### config.mk
export PLATFORM = sky130hd
export DESIGN_NAME = qip_irq_pin_ctrl
export DESIGN_NICKNAME = d
export VERILOG_FILES = /design/src/core/qip_pkg.sv /design/src/core/qip_irq_pin_ctrl.sv /design/src/core/qip_sync2.sv
export SDC_FILE = /design/constraint.sdc
export NUM_CORES = 1
export LEC_CHECK = 0
export ABC_AREA = 0
export CAP_MARGIN = 20
export CORE_MARGIN = 1.5
export CORE_UTILIZATION = 45
export DETAILED_ROUTE_END_ITERATION = 7
export DONT_BUFFER_PORTS = 1
export PLACE_DENSITY = 0.68
export SYNTH_ARGS = -nofsm -noshare
export SYNTH_HDL_FRONTEND = slang
export SYNTH_SLANG_ARGS = --single-unit
export TNS_END_PERCENT = 50
### constraint.sdc
create_clock -name clk -period 2.3 [get_ports clk]
set_clock_uncertainty 0.2 [all_clocks]
set_input_delay 0.115 -clock clk [delete_from_list [all_inputs] [get_ports clk]]
set_output_delay 0.115 -clock clk [all_outputs]
set_load 0.01 [all_outputs]
### src/core/qip_pkg.sv
// Shared constants and carrier types for the interrupt pin control block
package qip_pkg;
   localparam int NUM_CHAN = 4;
   localparam int CHAN_A = 0;
   localparam int CHAN_D = 3;
   // Reset value of each channel's interrupt output enable bit
   localparam logic [3:0] IRQ_OE_RESET = 4'h0;
   // Pin levels
   localparam logic MODE_STROBE = 1'b1;
   localparam logic MODE_RWLINE = 1'b0;

   typedef struct packed {
      logic [3:0] level;
      logic [3:0] oe;
   } qip_pin_grp_t;

   typedef struct packed {
      logic [3:0] txNotEmpty;
      logic [3:0] rxHasData;
   } qip_stat_t;
endpackage

### src/core/qip_irq_pin_ctrl.sv
// Interrupt, chip select D and ready pin control of a quad UART
// Behaviour
// Mode pin high strobe bus, low rw-line
// Strobe mode: chip select D selects D
// Rw-line mode ignores chip select D
// Strobe mode: enable bit drives channel A
// Enable bit zero floats A; resets zero
// Channels B-D follow own enable bit
// Rw-line mode: A is open-drain device IRQ
// Rw-line mode: B-D held driven low
// Force-enable high drives all outputs; in rw-line mode A still drives only while the device IRQ is pending
// Force-enable low: enable bits decide
// Force-enable active high, pulled down
// System holds force-enable low in rw-line
// Variant without pin acts forced high
// Per-channel active-low transmit ready output
// Per-channel active-low receive ready output
module qip_irq_pin_ctrl
   import qip_pkg::*;
#(
   parameter bit HAS_FORCE_PIN = 1'b1
) (
   // Clock and reset
   input  wire logic                clk,
   input  wire logic                rst_n,
   // Pins from outside
   input  wire logic                busModeSel,
   input  wire logic                chan_d_select_n,
   input  wire logic                irq_force_enable,
   // UART core side, same clock
   input  wire logic [NUM_CHAN-1:0] chanIrq,
   input  wire logic [NUM_CHAN-1:0] oeBitWrite,
   input  wire logic [NUM_CHAN-1:0] oeBitValue,
   input  wire qip_stat_t           fifoStat,
   // Status back to the core
   output logic [NUM_CHAN-1:0]      irq_output_enable_bit,
   output logic                     strobeMode,
   output logic                     chanDSelected,
   // Interrupt pins
   output qip_pin_grp_t             irqPins,
   // Ready pins
   output logic [NUM_CHAN-1:0]      tx_ready_n_per_chan,
   output logic [NUM_CHAN-1:0]      rx_ready_n_per_chan
);
   logic [2:0] pinSync;
   logic       forceEn;
   logic [NUM_CHAN-1:0] oeBit_reg;
   logic [NUM_CHAN-1:0] oeBit_next;
   qip_pin_grp_t        pins_reg;
   qip_pin_grp_t        pins_next;
   logic [NUM_CHAN-1:0] txRdyN_reg;
   logic [NUM_CHAN-1:0] txRdyN_next;
   logic [NUM_CHAN-1:0] rxRdyN_reg;
   logic [NUM_CHAN-1:0] rxRdyN_next;
   logic                csdSel_reg;
   logic                csdSel_next;

   // Force pin resets low to match its pull-down; select pin idles high
   qip_sync2 #(.WIDTH(3), .INIT(3'h6)) uSync (
      .clk   (clk),
      .rst_n (rst_n),
      .d     ({busModeSel, chan_d_select_n, irq_force_enable}),
      .q     (pinSync)
   );

   assign strobeMode = (pinSync[2] == MODE_STROBE);
   // Pull-down is external to logic; variant without the pin is tied high
   assign forceEn = HAS_FORCE_PIN ? pinSync[0] : 1'b1;  // see R11

   always_comb begin
      oeBit_next = oeBit_reg;
      for (int i = 0; i < NUM_CHAN; i++) begin
         if (oeBitWrite[i]) begin
            oeBit_next[i] = oeBitValue[i];
         end
      end
   end

   always_comb begin
      csdSel_next = strobeMode && !pinSync[1];  // see R2
      pins_next   = '0;
      if (strobeMode) begin
         for (int i = 0; i < NUM_CHAN; i++) begin
            pins_next.level[i] = chanIrq[i];
            pins_next.oe[i]    = forceEn | oeBit_next[i];  // see R4 see R5 see R6 see R9
         end
      end else begin
         // Open drain: pull low only while the device interrupt is pending
         pins_next.level[CHAN_A] = 1'b0;
         pins_next.oe[CHAN_A]    = |chanIrq;
         for (int i = 1; i < NUM_CHAN; i++) begin
            pins_next.level[i] = 1'b0;
            pins_next.oe[i]    = 1'b1;
         end
      end
   end

   always_comb begin
      txRdyN_next = fifoStat.txNotEmpty;
      rxRdyN_next = ~fifoStat.rxHasData;
   end

   always_ff @(posedge clk or negedge rst_n) begin
      if (!rst_n) begin
         oeBit_reg  <= IRQ_OE_RESET;
         pins_reg   <= '0;
         txRdyN_reg <= 4'hf;
         rxRdyN_reg <= 4'hf;
         csdSel_reg <= 1'b0;
      end else begin
         oeBit_reg  <= oeBit_next;
         pins_reg   <= pins_next;
         txRdyN_reg <= txRdyN_next;
         rxRdyN_reg <= rxRdyN_next;
         csdSel_reg <= csdSel_next;
      end
   end

   assign irq_output_enable_bit = oeBit_reg;
   assign irqPins               = pins_reg;
   assign chanDSelected         = csdSel_reg;
   assign tx_ready_n_per_chan   = txRdyN_reg;
   assign rx_ready_n_per_chan   = rxRdyN_reg;

   // Assertion helper: sync chain still shows reset values for two edges after release
   logic [1:0] warmCnt_reg;
   logic [1:0] warmCnt_next;

   always_comb begin
      warmCnt_next = (warmCnt_reg == 2'h3) ? warmCnt_reg : warmCnt_reg + 2'h1;
   end

   always_ff @(posedge clk or negedge rst_n) begin
      if (!rst_n) begin
         warmCnt_reg <= 2'h0;
      end else begin
         warmCnt_reg <= warmCnt_next;
      end
   end

   // Checks
   a_csd_ignored: assert property (@(posedge clk) disable iff (!rst_n)
      !strobeMode |=> !chanDSelected)
      else $error("chan D selected in rw-line mode");
   a_csd_select: assert property (@(posedge clk) disable iff (!rst_n)
      strobeMode && !pinSync[1] |=> chanDSelected)
      else $error("chan D select not honoured");
   a_oe_follow: assert property (@(posedge clk) disable iff (!rst_n)
      strobeMode && !forceEn && !(|oeBitWrite) |=> irqPins.oe == oeBit_reg)
      else $error("irq enable does not follow enable bits");
   a_force_all: assert property (@(posedge clk) disable iff (!rst_n)
      strobeMode && forceEn |=> irqPins.oe == 4'hf)
      else $error("force enable did not drive all outputs");
   a_chan_a_drive: assert property (@(posedge clk) disable iff (!rst_n)
      strobeMode && oeBitWrite[0] && oeBitValue[0] |=> irqPins.oe[0])
      else $error("channel A not driven");
   a_chan_a_float: assert property (@(posedge clk) disable iff (!rst_n)
      strobeMode && !forceEn && oeBitWrite[0] && !oeBitValue[0] |=> !irqPins.oe[0])
      else $error("channel A not floated");
   a_rw_od: assert property (@(posedge clk) disable iff (!rst_n)
      !strobeMode |=> !irqPins.level[0] && irqPins.oe[0] == $past(|chanIrq))
      else $error("device irq not open drain");
   a_rw_low: assert property (@(posedge clk) disable iff (!rst_n)
      !strobeMode |=> irqPins.level[3:1] == 3'h0 && irqPins.oe[3:1] == 3'h7)
      else $error("unused irq outputs not low");
   a_ready_pins: assert property (@(posedge clk) disable iff (!rst_n)  // see R14
      1'b1 |=> tx_ready_n_per_chan == $past(fifoStat.txNotEmpty)
            && rx_ready_n_per_chan == ~$past(fifoStat.rxHasData))
      else $error("ready pins wrong");

   // Channels B to D follow their own enable bits, writes included
   a_bd_follow: assert property (@(posedge clk) disable iff (!rst_n)
      strobeMode && !forceEn |=> irqPins.oe[3:1] == oeBit_reg[3:1])
      else $error("B-D enables do not follow their bits");
   a_chan_b_drive: assert property (@(posedge clk) disable iff (!rst_n)
      strobeMode && oeBitWrite[1] && oeBitValue[1] |=> irqPins.oe[1])
      else $error("channel B not driven");
   a_chan_b_float: assert property (@(posedge clk) disable iff (!rst_n)
      strobeMode && !forceEn && oeBitWrite[1] && !oeBitValue[1] |=> !irqPins.oe[1])
      else $error("channel B not floated");
   a_chan_c_drive: assert property (@(posedge clk) disable iff (!rst_n)
      strobeMode && oeBitWrite[2] && oeBitValue[2] |=> irqPins.oe[2])
      else $error("channel C not driven");
   a_chan_c_float: assert property (@(posedge clk) disable iff (!rst_n)
      strobeMode && !forceEn && oeBitWrite[2] && !oeBitValue[2] |=> !irqPins.oe[2])
      else $error("channel C not floated");
   a_chan_d_drive: assert property (@(posedge clk) disable iff (!rst_n)
      strobeMode && oeBitWrite[3] && oeBitValue[3] |=> irqPins.oe[3])
      else $error("channel D not driven");
   a_chan_d_float: assert property (@(posedge clk) disable iff (!rst_n)
      strobeMode && !forceEn && oeBitWrite[3] && !oeBitValue[3] |=> !irqPins.oe[3])
      else $error("channel D not floated");
   a_strobe_level: assert property (@(posedge clk) disable iff (!rst_n)  // see R4
      strobeMode |=> irqPins.level == $past(chanIrq))
      else $error("strobe mode irq level wrong");

   // Reset state; no disable so the first released edge is seen
   a_reset_float: assert property (@(posedge clk)
      $rose(rst_n) |-> irqPins.oe == 4'h0 && oeBit_reg == IRQ_OE_RESET)
      else $error("outputs not floating after reset");

   // Pin paths, once the sync chain holds real samples
   a_mode_track: assert property (@(posedge clk) disable iff (!rst_n)
      warmCnt_reg == 2'h3 |-> strobeMode == ($past(busModeSel, 2) == MODE_STROBE))
      else $error("bus mode not decoded");
   a_csd_track: assert property (@(posedge clk) disable iff (!rst_n)  // see R2
      warmCnt_reg == 2'h3 |-> chanDSelected
         == ($past(busModeSel, 3) == MODE_STROBE && !$past(chan_d_select_n, 3)))
      else $error("chan D select does not track its pin");
   a_force_track: assert property (@(posedge clk) disable iff (!rst_n)  // see R11
      warmCnt_reg == 2'h3 |-> forceEn == (HAS_FORCE_PIN ? $past(irq_force_enable, 2) : 1'b1))
      else $error("force enable does not track its pin");

   c_strobe_irq: cover property (@(posedge clk) disable iff (!rst_n)
      strobeMode && irqPins.oe[0] && irqPins.level[0]);
   c_rw_irq: cover property (@(posedge clk) disable iff (!rst_n)
      !strobeMode && irqPins.oe[0]);
   c_force: cover property (@(posedge clk) disable iff (!rst_n)
      strobeMode && forceEn && oeBit_reg == 4'h0);
   c_chan_d_sel: cover property (@(posedge clk) disable iff (!rst_n)
      strobeMode && chanDSelected);
   c_float_a: cover property (@(posedge clk) disable iff (!rst_n)
      strobeMode && !forceEn && !irqPins.oe[0]);
endmodule

### src/core/qip_sync2.sv
// Two-flip-flop synchroniser for a vector of pin inputs
module qip_sync2 #(
   parameter int WIDTH = 1,
   parameter logic [WIDTH-1:0] INIT = '0
) (
   // Clock and reset
   input  wire logic             clk,
   input  wire logic             rst_n,
   // Data
   input  wire logic [WIDTH-1:0] d,
   output logic      [WIDTH-1:0] q
);
   logic [WIDTH-1:0] stage1_reg;
   logic [WIDTH-1:0] stage2_reg;

   always_ff @(posedge clk or negedge rst_n) begin
      if (!rst_n) begin
         stage1_reg <= INIT;
         stage2_reg <= INIT;
      end else begin
         stage1_reg <= d;
         stage2_reg <= stage1_reg;
      end
   end

   assign q = stage2_reg;
endmodule

==> out/qor.yml <==
outcome:
  run_status: "completed"
critical_path:
  r2r_start: "uSync.q[2]"
  r2r-end: "irqPins[0]"
  worstSetupPathType: "reg -> reg"
  end_kind: "register"
  r2r_slack_ns: 0.28
  reg2regPathDepth: 3
  critPathRequiredTime_ns: 2.30
  arrival_ns: 2.02
  critPathLaunch: "uSync.q[2]"
  worstSetupStartpointType: "register"
  cp-endpoint: "irqPins[0]"
  crit_fanout: 8
layout:
  drive_gt1_frac: 0.2987
  fin_nets: 103
  largest_reg_flops: 8
  layout_commonest_cell: "dlygate4sd3_1"
  most-common-layout-cells: "dlygate4sd3_1, dfrtp_1, dfstp_2"
  syn_to_final_growth_pct: 41.58
  nFillCells: 120
  diodes: 0
  final_cell_area_mm2: 0.001167
synthesis:
  postSynthCellCount: 46
  ys_types: 10
  yosysWarnings: 0
  synth_nets: 71
  synth_area_per_cell_um2: 17.92
  ys_seq_area_frac: 0.8376
  syn-cell-area_um2: 824.5
  ys_ff_latch: 27
drt:
  drc: 0
  routed_wl_um: 1475
  vias: 474
  drt-initial-drc-count: 1
  drt-pass1-iter-count: 4
  via_per_inst: 4.647
  ant_nets: 0
  wl_per_cell_um: 14.46
timing:
  setup_tns_ns: 0
  drv_slew: 0
  final.period_utilization: 0.8766
  hold_viol: 0
  grt_setup_unrepaired: "no"
  tightest_slew_ns: 0.2734
  fin_crit_ns: 2.016
  finalSetupViolations: 0
  slew_headroom: 0.8171
  timing.fmax_mhz: 496.0
power:
  peakVddDrop_uv: 550.5
  power_density_mw_per_mm2: 682.4
  leakage_nw: 0.4945
  power_mw: 0.7966
global_route:
  overflow: 0
  track_usage: 0.1568
  antenna_found_initial: 0
  grt_max_degree: 28
  grt_pass1_wl_um: 2187
  grt_pass1_vias: 504
clocking:
  cts-buffers-inserted: 3
  htree_num_levels: 1
  cts.path.max_buffers: 2
  cts_tree: "done"
  clk_latency_ns: 0.31
  cts-root-buf: "clkbuf_4"
  path_clk_slew_ns: 0.13
  cts_sinks: 27
  ctsResizeCount: 0
job:
  drv_cap: 0
hold_path:
  worst_hold_path_type: "in -> reg"
placed_design:
  hpwl_um: 748.4
  io_buffer_count: 0
  place_congestion: 0.5822
  post_dp_cell_area_um2: 855.8
floorplan:
  die_width_um: 45.81
  die_area_mm2: 0.002098
  die_h_um: 45.81
  core_mm2: 0.001727
  initial_core_util: 0.4775
  pin_count: 47
  rows: 15
## routing by layer
layer,GRT usage,vias up,wire (µm)
met5,0,-,0
met2,0.2704,36,775
met3,0.08730,0,139
met1,0.1675,231,560
li1,-,207,-
met4,0.03429,0,0
## synth_stat cells
| master | n | area share |
|---|---|---|
| dfstp_2 | 12 | 0.38 |
| or2b_1 | 1 | 0.0091 |
| dfrtp_1 | 15 | 0.46 |
| inv_1 | 4 | 0.018 |
| or2_2 | 3 | 0.023 |
| mux2_2 | 4 | 0.055 |
| and2_1 | 4 | 0.030 |
| nor2b_1 | 1 | 0.0076 |
| o22a_1 | 1 | 0.011 |
| or4_1 | 1 | 0.0091 |
## report_power, final
group / switching, mW / internal, mW
clock: 0.117 / 0.0677
combinational: 0.0246 / 0.0502
sequential: 0.0255 / 0.511
## how the worst min path moves through the flow
| stage | startpoint | end | slack, ns | depth (start not counted) |
|---|---|---|---|---|
| after floorplan | rst_n | chanDSelected | -0.38 | 0 |
| after global placement | rst_n | irqPins[3] | -0.38 | 0 |
| after detailed placement | rst_n | irq_output_enable_bit[0] | -0.38 | 0 |
| after CTS | busModeSel | uSync.stage1_reg[2] | 0.12 | 1 |
| after global routing | chan_d_select_n | uSync.stage1_reg[1] | 0.11 | 1 |
| final | fifoStat[5] | tx_ready_n_per_chan[1] | 0.14 | 1 |
## worst max-delay path, stage by stage (launching register included)
cell,delay [ns]
dfstp_2,0.43
or4_1,0.54
o22a_1,0.19
dlygate4sd3_1,0.56
## cell type report
type | count | area [µm²] | area share
tap | 25 | 31.28 | 0.02680
timing repair buffer | 27 | 285.3 | 0.2444
inverter | 4 | 15.01 | 0.01286
sequential | 27 | 690.7 | 0.5916
multi-input combinational | 15 | 118.9 | 0.1018
clock buffer | 4 | 26.28 | 0.02251
## kinds of logic after synthesis
logic type,share of synthesized area
simple gates,0.07892
compound gates,0.01062
mux,0.05462
buf+inv,0.01820
flops,0.8376
## per-stage QoR
step	hold WS [ns]	utilization	instances	setup WS, ns
6_report	0.1410	0.6761	102	0.2837
3_5_place_dp	-0.3801	0.4957	71	0.8143
5_1_grt	0.1075	0.6761	102	0.2552
3_3_place_gp	-0.3801	0.4957	71	0.8255
4_1_cts	0.1194	0.6558	100	0.3054
2_1_floorplan	-0.3806	-	46	0.8722
## timing repair
action,in CTS,in global routing
hold endpoints to repair,50,4
hold buffers,25,1
setup buffers,0,0
(Power assumes the default switching activity.)
